--- src/cfg_fwd_defs.svh ---
/*
 * Constants for the configuration forwarding decoder: bus commands,
 * address field positions and special-cycle keys.
 * Assumes inclusion by bare name from every design file that needs them.
 */
`ifndef CFG_FWD_DEFS_SVH
`define CFG_FWD_DEFS_SVH

// ============================================================
// bus commands on the command/byte-enable lines
`define CMD_CFG_RD 4'hA
`define CMD_CFG_WR 4'hB
`define CMD_SPECIAL 4'h1

// ============================================================
// address field positions and encodings
`define ADDR_TYPE0 2'h0
`define ADDR_TYPE1 2'h1
`define BUS_MSB 23
`define BUS_LSB 16
`define DEV_MSB 15
`define DEV_LSB 11
`define FUNC_MSB 10
`define FUNC_LSB 8
`define REG_MSB 7
`define REG_LSB 2
`define DEV_ALL_ONES 5'h1F
`define FUNC_ALL_ONES 3'h7
`define REG_SPECIAL 6'h00
`define IDSEL_LSB 16
`define IDSEL_DEV_LIMIT 5'h10

`endif

--- src/cfg_fwd_pkg.sv ---
/*
 * Types shared by the configuration forwarding decoder files.
 * Assumes nothing beyond a SystemVerilog compiler.
 */
package cfg_fwd_pkg;

    // ============================================================
    // how a configuration request is forwarded
    typedef enum logic [2:0] {
        FWD_NONE,
        FWD_TYPE0,
        FWD_T1_DOWN,
        FWD_T1_UP,
        FWD_SPECIAL
    } fwd_kind_t;

    // ============================================================
    // delayed transaction progress
    typedef enum logic [1:0] {
        ST_IDLE,
        ST_WAIT,
        ST_DONE
    } dt_state_t;

endpackage

--- src/cfg_fwd_decode.sv ---
/*
 * Address-phase decoder: classifies a configuration request and builds
 * the address and command to be driven on the target bus.
 * Assumes inputs are stable during the address phase, on the bus clock.
 */
`include "cfg_fwd_defs.svh"

module cfg_fwd_decode
(
    // request seen in the address phase
    input wire logic req_primary,
    input wire logic [31:0] req_addr,
    input wire logic [3:0] req_cmd,
    // bus number registers
    input wire logic [7:0] primary_bus,
    input wire logic [7:0] secondary_bus,
    input wire logic [7:0] subordinate_bus,
    // decode result
    output cfg_fwd_pkg::fwd_kind_t kind,
    output logic [31:0] out_addr,
    output logic [3:0] out_cmd
);

    // ============================================================
    // one-hot select line for devices below the limit, else nothing
    function automatic logic [15:0] idsel_pattern(input logic [4:0] dev);
        idsel_pattern = (dev < `IDSEL_DEV_LIMIT) ? (16'h0001 << dev[3:0]) : 16'h0000;
    endfunction

    // ============================================================
    // field extraction
    wire logic [7:0] bus_num = req_addr[`BUS_MSB:`BUS_LSB];
    wire logic [4:0] dev_num = req_addr[`DEV_MSB:`DEV_LSB];
    wire logic [2:0] func_num = req_addr[`FUNC_MSB:`FUNC_LSB];
    wire logic [5:0] reg_num = req_addr[`REG_MSB:`REG_LSB];
    wire logic is_type1 = req_addr[1:0] == `ADDR_TYPE1;
    wire logic is_wr = req_cmd == `CMD_CFG_WR;
    wire logic is_cfg = is_wr || (req_cmd == `CMD_CFG_RD);
    wire logic bcast = (dev_num == `DEV_ALL_ONES) && (func_num == `FUNC_ALL_ONES);
    wire logic spec_key = is_type1 && is_wr && bcast && (reg_num == `REG_SPECIAL);
    wire logic in_range = (bus_num >= secondary_bus) && (bus_num <= subordinate_bus);

    // ============================================================
    // classification; special-cycle commands on either bus fall to none
    wire logic hit_spec_dn = req_primary && spec_key && (bus_num == secondary_bus);
    wire logic hit_spec_up = !req_primary && spec_key && (bus_num == primary_bus);
    wire logic hit_t0 = req_primary && is_type1 && is_cfg && (bus_num == secondary_bus);
    wire logic hit_dn = req_primary && is_type1 && is_cfg && (bus_num > secondary_bus)
        && (bus_num <= subordinate_bus);
    wire logic hit_up = !req_primary && is_type1 && is_wr && bcast && !in_range;

    assign kind = (hit_spec_dn || hit_spec_up) ? cfg_fwd_pkg::FWD_SPECIAL :
                  hit_t0 ? cfg_fwd_pkg::FWD_TYPE0 :
                  hit_dn ? cfg_fwd_pkg::FWD_T1_DOWN :
                  hit_up ? cfg_fwd_pkg::FWD_T1_UP : cfg_fwd_pkg::FWD_NONE;

    // ============================================================
    // target-bus address and command
    wire logic [31:0] type0_addr = {idsel_pattern(dev_num), 5'h00, func_num, reg_num,
        `ADDR_TYPE0};
    assign out_addr = (kind == cfg_fwd_pkg::FWD_TYPE0) ? type0_addr : req_addr;
    assign out_cmd = (kind == cfg_fwd_pkg::FWD_SPECIAL) ? `CMD_SPECIAL : req_cmd;

endmodule

--- src/cfg_fwd_core.sv ---
/*
 * Configuration forwarding core: claims configuration requests, queues
 * them as delayed transactions and answers the repeats.
 * Assumes the bus engines and the transaction queue run on clk, present
 * one-cycle request and completion pulses, and execute one data phase.
 */
// Contract
// - device 0-15 drives one-hot bit 16+dev on secondary upper address.
// - device 16-31 drives upper address zero but still forwards.
// - unselected secondary target ends in master abort, reflected to initiator.
// - type 0 translated accesses run as delayed transactions.
// - translated accesses move exactly one doubleword.
// - claim downstream type 1 when secondary < bus <= subordinate.
// - downstream type 1 forwarding keeps address, command, data unchanged.
// - upstream type 1 write only for out-of-range bus, broadcast device/function.
// - type 1 forwarded writes are delayed, single data phase.
// - special-cycle commands on either bus are never claimed.
// - matching type 1 write with register zero becomes special cycle.
// - special cycle swaps command only, address and data pass through.
// - special-cycle master abort is not reported; repeat completes with data ready.
// - multi-phase request on special conversion gets disconnect in first phase.
// - type 0 translation only downstream on secondary bus number match.
// - type 0 address forces bits 1:0 and 15:11 to zero.
`include "cfg_fwd_defs.svh"

module cfg_fwd_core
(
    // clock and reset
    input wire logic clk,
    input wire logic reset,
    // bus number registers
    input wire logic [7:0] primary_bus,
    input wire logic [7:0] secondary_bus,
    input wire logic [7:0] subordinate_bus,
    // initiator request, address phase pulse
    input wire logic req_valid,
    input wire logic req_primary,
    input wire logic [31:0] req_addr,
    input wire logic [3:0] req_cmd,
    input wire logic [31:0] req_data,
    input wire logic req_multi,
    // answer to the initiator, one-cycle pulse
    output logic resp_valid_q,
    output logic resp_devsel_q,
    output logic resp_trdy_q,
    output logic resp_stop_q,
    output logic [31:0] resp_data_q,
    // request towards the delayed transaction queue
    input wire logic fwd_ready,
    output logic fwd_push_q,
    output logic fwd_to_secondary_q,
    output logic [31:0] fwd_addr_q,
    output logic [3:0] fwd_cmd_q,
    output logic [31:0] fwd_data_q,
    output logic fwd_single_q,
    // completion from the target bus
    input wire logic cpl_valid,
    input wire logic cpl_master_abort,
    input wire logic cpl_target_abort,
    input wire logic [31:0] cpl_data,
    // status event towards the status registers
    output logic ma_report_q
);

    // ============================================================
    // decode of the current request
    cfg_fwd_pkg::fwd_kind_t kind;
    logic [31:0] dec_addr;
    logic [3:0] dec_cmd;

    cfg_fwd_decode u_decode
    (
        .req_primary(req_primary),
        .req_addr(req_addr),
        .req_cmd(req_cmd),
        .primary_bus(primary_bus),
        .secondary_bus(secondary_bus),
        .subordinate_bus(subordinate_bus),
        .kind(kind),
        .out_addr(dec_addr),
        .out_cmd(dec_cmd)
    );

    // ============================================================
    // held state of the one outstanding delayed transaction
    cfg_fwd_pkg::dt_state_t state_q, state_d;
    cfg_fwd_pkg::fwd_kind_t kind_q;
    logic [31:0] addr_q;
    logic [3:0] cmd_q;
    logic side_q;
    logic ma_q;
    logic ta_q;
    logic [31:0] rdata_q;

    // ============================================================
    // request classification against the held transaction
    wire logic claim = req_valid && (kind != cfg_fwd_pkg::FWD_NONE);
    wire logic same = (req_addr == addr_q) && (req_cmd == cmd_q) && (req_primary == side_q);
    wire logic start = claim && (state_q == cfg_fwd_pkg::ST_IDLE) && fwd_ready;
    wire logic finish = claim && same && (state_q == cfg_fwd_pkg::ST_DONE);
    wire logic got_cpl = cpl_valid && (state_q == cfg_fwd_pkg::ST_WAIT);
    wire logic is_spec_q = kind_q == cfg_fwd_pkg::FWD_SPECIAL;
    // special cycles always end in master abort; that is success here
    wire logic reflect_ma = ma_q && !is_spec_q;
    // every claimed request that does not finish is retried; one entry only
    wire logic retry = claim && !finish;

    // next state
    always_comb
    begin
        state_d = state_q;
        case (state_q)
            cfg_fwd_pkg::ST_IDLE:
                if (start)
                    state_d = cfg_fwd_pkg::ST_WAIT;
            cfg_fwd_pkg::ST_WAIT:
                if (cpl_valid)
                    state_d = cfg_fwd_pkg::ST_DONE;
            cfg_fwd_pkg::ST_DONE:
                if (finish)
                    state_d = cfg_fwd_pkg::ST_IDLE;
            default:
                state_d = cfg_fwd_pkg::ST_IDLE;
        endcase
    end

    // ============================================================
    // answer codes: retry, completion, target abort, reflected abort
    wire logic ans_devsel = retry || (finish && !ma_q && !ta_q) || (finish && is_spec_q);
    wire logic ans_trdy = finish && !ta_q && !reflect_ma;
    // a repeat wanting more than one phase is cut after the first
    wire logic ans_stop = retry || (finish && ta_q) || (ans_trdy && req_multi);

    // transaction state registers
    always_ff @(posedge clk)
    begin
        if (reset)
        begin
            state_q <= cfg_fwd_pkg::ST_IDLE;
            kind_q <= cfg_fwd_pkg::FWD_NONE;
            addr_q <= 32'h0000_0000;
            cmd_q <= 4'h0;
            side_q <= 1'b0;
            ma_q <= 1'b0;
            ta_q <= 1'b0;
            rdata_q <= 32'h0000_0000;
        end
        else
        begin
            state_q <= state_d;
            if (start)
            begin
                kind_q <= kind;
                addr_q <= req_addr;
                cmd_q <= req_cmd;
                side_q <= req_primary;
            end
            if (got_cpl)
            begin
                ma_q <= cpl_master_abort;
                ta_q <= cpl_target_abort;
                rdata_q <= cpl_data;
            end
        end
    end

    // answer to the initiator
    always_ff @(posedge clk)
    begin
        if (reset)
        begin
            resp_valid_q <= 1'b0;
            resp_devsel_q <= 1'b0;
            resp_trdy_q <= 1'b0;
            resp_stop_q <= 1'b0;
            resp_data_q <= 32'h0000_0000;
        end
        else
        begin
            resp_valid_q <= claim;
            resp_devsel_q <= ans_devsel;
            resp_trdy_q <= ans_trdy;
            resp_stop_q <= ans_stop;
            resp_data_q <= rdata_q;
        end
    end

    // forwarded request and status event
    always_ff @(posedge clk)
    begin
        if (reset)
        begin
            fwd_push_q <= 1'b0;
            fwd_to_secondary_q <= 1'b0;
            fwd_addr_q <= 32'h0000_0000;
            fwd_cmd_q <= 4'h0;
            fwd_data_q <= 32'h0000_0000;
            fwd_single_q <= 1'b0;
            ma_report_q <= 1'b0;
        end
        else
        begin
            fwd_push_q <= start;
            if (start)
            begin
                fwd_to_secondary_q <= req_primary;
                fwd_addr_q <= dec_addr;
                fwd_cmd_q <= dec_cmd;
                fwd_data_q <= req_data;
                fwd_single_q <= 1'b1;
            end
            ma_report_q <= got_cpl && cpl_master_abort && !is_spec_q;
        end
    end

    // ============================================================
    // checks
    wire logic [4:0] held_dev = addr_q[`DEV_MSB:`DEV_LSB];
    wire logic push_t0 = fwd_push_q && (kind_q == cfg_fwd_pkg::FWD_TYPE0);

    a_idsel_one_hot: assert property (@(posedge clk) disable iff (reset)
        push_t0 && (held_dev < `IDSEL_DEV_LIMIT) |->
        fwd_addr_q[31:16] == (16'h0001 << held_dev[3:0]))
        else $error("select line pattern wrong for low device number");
    a_idsel_high_zero: assert property (@(posedge clk) disable iff (reset)
        push_t0 && (held_dev >= `IDSEL_DEV_LIMIT) |-> fwd_addr_q[31:16] == 16'h0000)
        else $error("upper address not zero for high device number");
    a_type0_fields: assert property (@(posedge clk) disable iff (reset)
        push_t0 |-> fwd_addr_q[1:0] == 2'h0 && fwd_addr_q[15:11] == 5'h00
        && fwd_addr_q[10:2] == addr_q[10:2])
        else $error("type 0 address fields wrong");
    a_start_retried: assert property (@(posedge clk) disable iff (reset)
        start |=> fwd_push_q && resp_devsel_q && resp_stop_q && !resp_trdy_q)
        else $error("new request not retried and queued");
    a_single_phase: assert property (@(posedge clk) disable iff (reset)
        fwd_push_q |-> fwd_single_q) else $error("forward not limited to one phase");
    a_down_intact: assert property (@(posedge clk) disable iff (reset)
        fwd_push_q && kind_q == cfg_fwd_pkg::FWD_T1_DOWN |->
        fwd_addr_q == addr_q && fwd_cmd_q == cmd_q)
        else $error("downstream type 1 altered");
    a_special_cmd: assert property (@(posedge clk) disable iff (reset)
        fwd_push_q && is_spec_q |-> fwd_cmd_q == `CMD_SPECIAL && fwd_addr_q == addr_q)
        else $error("special cycle command or address wrong");
    a_special_ignored: assert property (@(posedge clk) disable iff (reset)
        req_valid && req_cmd == `CMD_SPECIAL |=> !resp_valid_q && !fwd_push_q)
        else $error("special cycle command claimed");
    a_special_silent: assert property (@(posedge clk) disable iff (reset)
        finish && is_spec_q |=> resp_trdy_q && resp_devsel_q && !ma_report_q)
        else $error("special cycle repeat not completed quietly");
    a_multi_disconnect: assert property (@(posedge clk) disable iff (reset)
        finish && is_spec_q && req_multi |=> resp_stop_q && resp_trdy_q)
        else $error("no disconnect on multi-phase special write");
    a_abort_reflected: assert property (@(posedge clk) disable iff (reset)
        finish && ma_q && !is_spec_q |=> resp_valid_q && !resp_devsel_q && !resp_stop_q
        && !resp_trdy_q)
        else $error("master abort not reflected");

endmodule

--- config.mk ---
export PLATFORM = sky130hd
export DESIGN_NAME = cfg_fwd_core
export DESIGN_NICKNAME = d
export VERILOG_FILES = /design/src/cfg_fwd_pkg.sv /design/src/cfg_fwd_decode.sv /design/src/cfg_fwd_core.sv
export VERILOG_INCLUDE_DIRS = /design/src
export SDC_FILE = /design/constraint.sdc
export NUM_CORES = 1
export LEC_CHECK = 0
export BUFFER_PORTS_ARGS = -buffer_cell sky130_fd_sc_hd__buf_4
export CAP_MARGIN = 20
export CORE_MARGIN = 8
export CORE_UTILIZATION = 50
export CTS_CLUSTER_DIAMETER = 50
export CTS_CLUSTER_SIZE = 8
export DETAILED_ROUTE_END_ITERATION = 6
export GPL_ROUTABILITY_DRIVEN = 0
export PLACE_DENSITY_LB_ADDON = 0.12
export SETUP_SLACK_MARGIN = 0.5
export SLEW_MARGIN = 5
export SYNTH_ARGS = -nofsm -noshare
export SYNTH_HDL_FRONTEND = slang
export SYNTH_SLANG_ARGS = --single-unit
export TNS_END_PERCENT = 50
--- constraint.sdc ---
create_clock -name clk -period 3.1 [get_ports clk]
set_input_delay 0.31 -clock clk [delete_from_list [all_inputs] [get_ports clk]]
set_output_delay 0.31 -clock clk [all_outputs]
set_load 0.01 [all_outputs]
==> flow_summary.yaml, run 1 <==
floorplan:
  coreArea_mm2: 0.0145
  io_pins: 241
  fp.dieArea_mm2: 0.0190
  initial_core_util: 0.512
  rows: 44
  fp.dieW_um: 138
  die_h_um: 138
sta:
  rsz0062_at_grt: "yes"
  fmax_mhz: 400
  setup_viol: 0
  worstMarginPinSlew_ns: 1.10
  finalHoldViolCount: 0
  relSlewSlack: 0.267
  skew_ns: 0.00589
  whs_ns: 0.109
  finalCritPeriodShare: 0.806
  drv_slew: 0
  fin_setup_tns_ns: 0
  fin_crit_ns: 2.50
synth:
  syn_area_per_cell_um2: 10.2
  postSynthCellCount: 732
  synthArstFlopShare: 0
  ys.flop_type: "dfxtp_1"
  synth_edf_count: 0
  ys_seq_elements: 174
  syn_nets: 881
  netlist_area_mm2: 0.00743
  synth-seq-area-share: 0.469
  synth-warning-count: 0
  synthDistinctLibCells: 53
grt:
  grt-ovfl-total: 0
  antenna_found_initial: 0
  grt_first_pass_wirelength_um: 33600
  grt_usage: 0.224
  grt_max_degree: 76
  grt_pass1_vias: 6617
routing:
  first_iter_violations: 432
  vias: 6549
  drtAntennaViolNets: 0
  dr.pass1.iters: 5
  wl_per_cell_um: 19.6
  viasPerCell: 5.83
  drc: 0
  drt_wl_total_um: 22100
setup_path:
  timing.critical_path.buf_inv: 2
  critical_path_class: "input pin to flop"
  cp-endpoint: "fwd_data_q[24]"
  cp-startpoint: "req_cmd[2]"
  reg2reg_depth: 6
  rrSetupSlack_ns: 0.72
  path_depth: 9
  slowest_stage: "or4_4"
  slowest_delay_ns: 0.64
  arrival_ns: 2.86
  regToRegStartpoint: "addr_q[2]"
  r2r-end: "resp_trdy_q"
  startpoint_type: "input pin"
  crit_fanout: 58
  crit_required_ns: 3.46
  cpLargestDelayFamily: "simple AND/OR/NAND/NOR gates"
  end_kind: "flop"
  crit_chain: "buf_4 -> nand3b_1 -> or4_4 -> nor3_1 -> nand3_1 -> a21oi_4 -> buf_6 -> o211a_1 -> a31o_1"
power:
  vdd_drop_max_v: 0.000325
  clkPwrFrac: 0.438
  power.density_mw_per_mm2: 466
  power_frac_seq: 0.487
  power.switching_w: 0.00102
  intPower_w: 0.00357
  swShare: 0.222
  p_leak_nw: 5.05
  p_comb_frac: 0.075
finish:
  utilization: 0.678
  stdcell_area_mm2: 0.00985
  nets: 1077
  syn2layout_area_growth_pct: 32.5
  final_common_cell: "buf_4"
  finalNonFillerCells: 1124
  fill_cells: 1162
  diodes: 0
  layout-drive-gt1-share: 0.322
  layout_common_cells: "buf_4 (247), dfxtp_1 (174), o211a_1 (57)"
cts:
  cts-buffers-inserted: 17
  cts_hold_buf: 0
  htree_levels: 4
  cts_tree: "built"
  clk_latency_ns: 0.41
  cts_root_buf: "clkbuf_16"
  clk_path_buf_depth: 2
  clkSinkCount: 174
  path_clk_slew_ns: 0.06
status:
  status: "complete, no violations"
placement:
  dp_hpwl_um: 15800
  dpl.cell_count: 1091
  port_buffers: 240
  post_dp_cell_area_mm2: 0.00925
min_path:
  min_path_type: "input pin to flop"
run:
  max_cap_viol_count: 0
==> logic make-up after synthesis <==
group / after synthesis / share of synthesized area
compound gates: 236 / 0.264
xor+xnor: 45 / 0.0530
fa+ha+maj: 16 / 0.0269
buf+inv: 93 / 0.0581
flops: 174 / 0.469
mux: 2 / 0.00269
simple gates: 166 / 0.127
==> worst min path at each step <==
stage | from | to | slack, ns | cells past startpoint
6_report | req_valid | state_q[1] | 0.11 | 2
5_1_grt | req_valid | state_q[1] | 0.1 | 2
4_1_cts | req_valid | state_q[1] | 0.09 | 2
3_5_place_dp | rdata_q[17] | resp_data_q[17] | 0.45 | 1
3_3_place_gp | fwd_cmd_q[0] | fwd_cmd_q[0] | 0.45 | 2
2_1_floorplan | req_valid | state_q[1] | 0.41 | 1
==> cells in the mapped netlist (all sizes together) (8+ instances only) <==
cell,n,area share
nor4,16,0.013
xor2,40,0.047
o21ai,8,0.0054
nand4,31,0.026
buf,29,0.026
nor2,16,0.0081
nor2b,35,0.029
nor3,17,0.011
ha,16,0.027
clkbuf,47,0.024
a21oi,30,0.021
o31ai,23,0.024
o211a,57,0.077
a31o,63,0.074
dfxtp,174,0.47
nand2,22,0.011
inv,17,0.0086
o22a,32,0.038
==> worst register-to-register path: stages, from the launching register on <==
cell     delay, ns
dfxtp_1       0.33
xor2_1        0.17
nor4_1        0.43
nand4_1       0.20
or4_1         0.57
nor4_1        0.39
and4_1        0.24
==> registers in the layout, summed over array words and instances (netlist names) <==
register	cells
addr_q	32
fwd_data_q	32
rdata_q	32
resp_data_q	32
fwd_addr_q	23
cmd_q	4
fwd_cmd_q	4
kind_q	3
state_q	2
fwd_push_q	1
fwd_single_q	1
fwd_to_secondary_q	1
ma_q	1
ma_report_q	1
resp_devsel_q	1
resp_stop_q	1
resp_trdy_q	1
resp_valid_q	1
ta_q	1
==> routing by layer <==
metal | wire length (um) | vias up | track usage
met1 | 8670 | 3134 | 0.265
met2 | 10800 | 256 | 0.369
met4 | 415 | 0 | 0.0830
met5 | 0 | - | 0
li1 | - | 3129 | -
met3 | 2190 | 30 | 0.0754
==> power groups by stage <==
stage | clock, W | combinational, W | sequential, W
floorplan | 0 | 0.000136 | 0.00229
global placement | 0 | 0.000329 | 0.00229
detailed placement | 0 | 0.000338 | 0.00229
CTS | 0.00204 | 0.000340 | 0.00224
global route | 0.00213 | 0.000371 | 0.00224
finish | 0.00201 | 0.000346 | 0.00224
==> layout make-up <==
| type | instances | area, um^2 | area share |
|---|---|---|---|
| Sequential cell | 174 | 3480 | 0.354 |
| Clock buffer | 23 | 478 | 0.0485 |
| Timing Repair Buffer | 252 | 1940 | 0.197 |
| Inverter | 17 | 66.3 | 0.00673 |
| Multi-Input combinational cell | 466 | 3570 | 0.363 |
| Clock inverter | 8 | 83.8 | 0.00851 |
| Tap cell | 184 | 230 | 0.0234 |
==> through the flow <==
step	total power [W]	setup WS (ns)
3_3_place_gp	0.00262	0.101
5_1_grt	0.00474	0.478
3_5_place_dp	0.00263	-0.00203
2_1_floorplan	0.00242	0.629
4_1_cts	0.00462	0.529
6_report	0.00459	0.603
==> what timing repair did <==
item | in CTS | in global routing
cloned | 1 | 0
pin swaps | 1 | 0
resized for setup | 1 | 3
endpoints found under the setup margin | 59 | 72
buffers inserted | 0 | 1
(Power assumes the default switching activity.)
==> run 2: changes to the inputs <==
clock period = 2.5 ns   (was 3.1 ns; I/O delays follow)
==> run 2 against run 1 <==
  * Clock skew is 0.0020 ns higher
  * Clock power is 31% higher
  * Highest routed layer unchanged
  * Via count is 5.5% higher
  * Routed wire length is 9.8% higher
  * Utilization is 6.6 points higher
  * Sequential share of layout area is 3.1 points lower
  * Design area is 9.8% higher
  * Critical endpoint is now fwd_data_q[12]
  * Sequential power is 24% higher
  * Total power is 28% higher
==> flow_summary.yaml, run 2 (synthesized netlist as in run 1, its figures left out) <==
status:
  status: "complete, no violations"
cts:
  cts_root_buf: "clkbuf_16"
  path_clk_slew_ns: 0.07
  clkSinkCount: 174
  htree_levels: 4
  cts_tree: "built"
  cts_hold_buf: 0
  cts-buffers-inserted: 17
  clk_latency_ns: 0.43
  clk_path_buf_depth: 2
floorplan:
  coreArea_mm2: 0.0145
  fp.dieArea_mm2: 0.0190
  die_h_um: 138
  fp.dieW_um: 138
  initial_core_util: 0.512
  io_pins: 241
  rows: 44
routing:
  first_iter_violations: 405
  dr.pass1.iters: 5
  drc: 0
  wl_per_cell_um: 20.6
  viasPerCell: 5.88
  drt_wl_total_um: 24200
  drtAntennaViolNets: 0
  vias: 6910
sta:
  worstMarginPinSlew_ns: 0.690
  drv_slew: 0
  skew_ns: 0.00787
  worst_slack_ns: 0.356
  relSlewSlack: 0.540
  fmax_mhz: 466
  fin_setup_tns_ns: 0
  fin_crit_ns: 2.14
  setup_viol: 0
  rsz0062_at_grt: "yes"
  finalHoldViolCount: 0
  finalCritPeriodShare: 0.858
finish:
  syn2layout_area_growth_pct: 45.5
  nets: 1127
  layout-drive-gt1-share: 0.383
  layout_common_cells: "buf_4 (258), dfxtp_1 (173), o211a_1 (57)"
  diodes: 0
  final_common_cell: "buf_4"
run:
  max_cap_viol_count: 0
grt:
  grt_max_degree: 56
  grt_usage: 0.231
  grt_pass1_vias: 6608
  grt-ovfl-total: 0
  antenna_found_initial: 0
  grt_first_pass_wirelength_um: 34600
power:
  power.switching_w: 0.00146
  p_leak_nw: 5.46
  swShare: 0.247
  p_comb_frac: 0.081
  clkPwrFrac: 0.448
  power_frac_seq: 0.471
  intPower_w: 0.00443
  vdd_drop_max_v: 0.000470
  power.density_mw_per_mm2: 544
setup_path:
  reg2reg_depth: 7
  end_kind: "flop"
  cp-startpoint: "req_addr[17]"
  crit_fanout: 6
  crit_required_ns: 2.87
  critical_path_class: "input pin to flop"
  regToRegStartpoint: "addr_q[26]"
  startpoint_type: "input pin"
  arrival_ns: 2.52
min_path:
  whs_path_depth: 2
  hold_path_startpoint: "req_valid"
  min_path_type: "input pin to flop"
placement:
  dp_hpwl_um: 16400
  place_ws_ns: -0.0281
  port_buffers: 240
run 2: power by group through the flow:
| stage | registers [W] | clock network (W) | logic (W) |
|---|---|---|---|
| after floorplan | 0.00284 | 0 | 0.000173 |
| final | 0.00277 | 0.00264 | 0.000474 |
| after global routing | 0.00277 | 0.00280 | 0.000508 |
| after CTS | 0.00277 | 0.00268 | 0.000447 |
| after global placement | 0.00284 | 0 | 0.000419 |
| after detailed placement | 0.00284 | 0 | 0.000430 |
run 2: area by class of cell:
cell class              instances  area (um^2)
clock buffers                  17          425
clock inverters                15          170
repair buffers                303         2690
fillers                      1049         3720
multi-input cells             465         3730
flip-flops and latches        174         3480
inverters                      17         78.8
well taps                     184          230
run 2: path summary, 6_finish.rpt:
path | to | slack, ns
max reg2reg | resp_devsel_q | 0.47
min | state_q[1] | 0.03
min reg2reg | cmd_q[0] | 0.46
max | fwd_data_q[12] | 0.36
run 2: critical path, cell delays in order:
cell	delay, ns
buf_12	0.11
ha_4	0.26
nor2b_1	0.17
o211ai_1	0.11
a21o_1	0.18
a2111o_1	0.44
o31ai_4	0.29
buf_6	0.18
buf_12	0.14
clkbuf_16	0.15
o211a_1	0.14
a31o_1	0.09
run 2: what timing repair did:
action	4_1_cts	5_1_grt
pin swaps	7	14
gates resized for setup	23	33
gates cloned	2	13
setup buffers	6	10
setup endpoints to repair	78	98
run 2: layer usage:
metal | wire, um | share of wire | GRT usage
met1 | 9400 | 0.39 | 0.270
met2 | 11900 | 0.49 | 0.383
met3 | 2510 | 0.10 | 0.0917
met4 | 410 | 0.017 | 0.0663
met5 | 0 | 0 | 0
run 2: metrics by stage:
| stage | power, W | hold slack [ns] | util | cells | area [um^2] |
|---|---|---|---|---|---|
| 5_1_grt | 0.00608 | 0.0115 | 0.744 | 1175 | 10800 |
| 3_5_place_dp | 0.00327 | 0.455 | 0.655 | 1112 | 9520 |
| 4_1_cts | 0.00589 | 0.0113 | 0.709 | 1152 | 10300 |
| 3_3_place_gp | 0.00326 | 0.443 | 0.654 | 1111 | 9510 |
| 2_1_floorplan | 0.00301 | 0.348 | - | 732 | 7540 |
| 6_report | 0.00588 | 0.0298 | 0.744 | 1175 | 10800 |
==> run 3: changes to the inputs <==
BUFFER_PORTS_ARGS = not set   (was -buffer_cell sky130_fd_sc_hd__buf_4)
DONT_BUFFER_PORTS = 1   (was not set)
==> run 3 against run 2 <==
  * Worst hold slack worse by 0.013 ns
  * Combinational power down 38%
  * Design area down 16%
  * Via count down 13%
==> flow_summary.yaml, run 3 (synthesized netlist as in run 1, its figures left out) <==
setup_path:
  crit_fanout: 2
  end_kind: "flop"
  critical_path_class: "flop to flop"
  regToRegStartpoint: "addr_q[26]"
  rrSetupSlack_ns: 0.41
  cp-startpoint: "addr_q[26]"
  startpoint_type: "flop"
  reg2reg_depth: 7
  r2r-end: "resp_devsel_q"
  crit_required_ns: 2.81
  arrival_ns: 2.40
  cp-endpoint: "resp_devsel_q"
cts:
  clk_latency_ns: 0.43
  clkSinkCount: 174
  clk_path_buf_depth: 2
  htree_levels: 4
  cts_root_buf: "clkbuf_16"
  cts-buffers-inserted: 17
  cts_tree: "built"
  path_clk_slew_ns: 0.07
finish:
  layout_common_cells: "dfxtp_1 (172), o211a_1 (57), a31o_1 (52)"
  syn2layout_area_growth_pct: 22.2
  final_common_cell: "dfxtp_1"
  finalNonFillerCells: 951
  layout-drive-gt1-share: 0.151
  diodes: 0
  nets: 903
floorplan:
  coreArea_mm2: 0.0145
  initial_core_util: 0.512
  fp.dieW_um: 138
  io_pins: 241
  fp.dieArea_mm2: 0.0190
  die_h_um: 138
  rows: 44
routing:
  dr.pass1.iters: 5
  viasPerCell: 6.33
  vias: 6021
  drt_wl_total_um: 23200
  drtAntennaViolNets: 0
  drc: 0
  first_iter_violations: 382
  wl_per_cell_um: 24.4
sta:
  whs_ns: 0.0171
  fin_crit_ns: 2.09
  fin_setup_tns_ns: 0
  skew_ns: 0.0112
  setup_viol: 0
  finalCritPeriodShare: 0.835
  relSlewSlack: 0.555
  fmax_mhz: 479
  drv_slew: 0
  worstMarginPinSlew_ns: 0.668
  finalHoldViolCount: 0
  rsz0062_at_grt: "yes"
placement:
  dpl.cell_count: 858
  dp_hpwl_um: 14600
  port_buffers: 0
status:
  status: "complete, no violations"
run:
  max_cap_viol_count: 0
grt:
  antenna_found_initial: 0
  grt-ovfl-total: 0
  grt_pass1_vias: 5973
  grt_max_degree: 66
  grt_usage: 0.212
  grt_first_pass_wirelength_um: 31400
power:
  vdd_drop_max_v: 0.000507
  power.density_mw_per_mm2: 620
  p_leak_nw: 4.24
min_path:
  whs_path_depth: 2
  min_path_type: "input pin to flop"
-- run 3: worst min-delay path by stage --
stage,startpoint,to,slack [ns]
4_1_cts,req_addr[14],fwd_addr_q[14],0.001
6_report,reset,fwd_cmd_q[3],0.02
3_3_place_gp,reset,ta_q,0.34
3_5_place_dp,reset,ta_q,0.34
5_1_grt,req_addr[12],fwd_addr_q[12],0.02
2_1_floorplan,req_valid,state_q[1],0.35
-- run 3: layout make-up --
cell class                 count  area (um^2)
fill                        1187         5450
clock inverter                12          123
sequential                   174         3490
multi-input combinational    466         3720
timing repair buffer          78          986
tap                          184          230
inverter                      17         86.3
clock buffer                  20          447
-- run 3: routing by layer --
layer  routed length, um  share of wire  up-vias  GRT usage
li1                    -              -     2789          -
met1                9200           0.40     2958      0.246
met2               11300           0.49      244      0.344
met3                2340           0.10       30     0.0855
met4                 401          0.017        0     0.0824
met5                   0              0        -          0
-- run 3: repair_timing --
action                                 CTS  global route
hold buffers                            39             0
setup endpoints to repair               46            69
endpoints found under the hold margin   91             0
setup buffers                            0             8
gates resized for setup                 11            32
pin swaps                                8            13
cloned                                   0            14
-- run 3: power breakdown --
part	switching (W)	internal [W]	total, W
clock	0.00114	0.00143	0.00257
combinational	0.000160	0.000134	0.000294
sequential	0.00000184	0.00277	0.00277
total	0.00130	0.00433	0.00563
-- run 3: critical path, stage by stage (launching register included) --
cell	delay, ns
dfxtp_2	0.33
xor2_1	0.16
nor4_2	0.33
nand4_1	0.19
or4_4	0.56
nor2_4	0.11
o2111ai_1	0.13
and3_1	0.17
-- run 3: stage by stage --
step | cell area [um^2] | utilization | setup WS, ns | power (W)
2_1_floorplan | 7540 | - | 0.286 | 0.00301
3_5_place_dp | 7610 | 0.524 | 0.0276 | 0.00304
3_3_place_gp | 7610 | 0.524 | 0.124 | 0.00303
6_report | 9080 | 0.625 | 0.413 | 0.00563
4_1_cts | 8620 | 0.593 | 0.502 | 0.00566
5_1_grt | 9080 | 0.625 | 0.358 | 0.00581
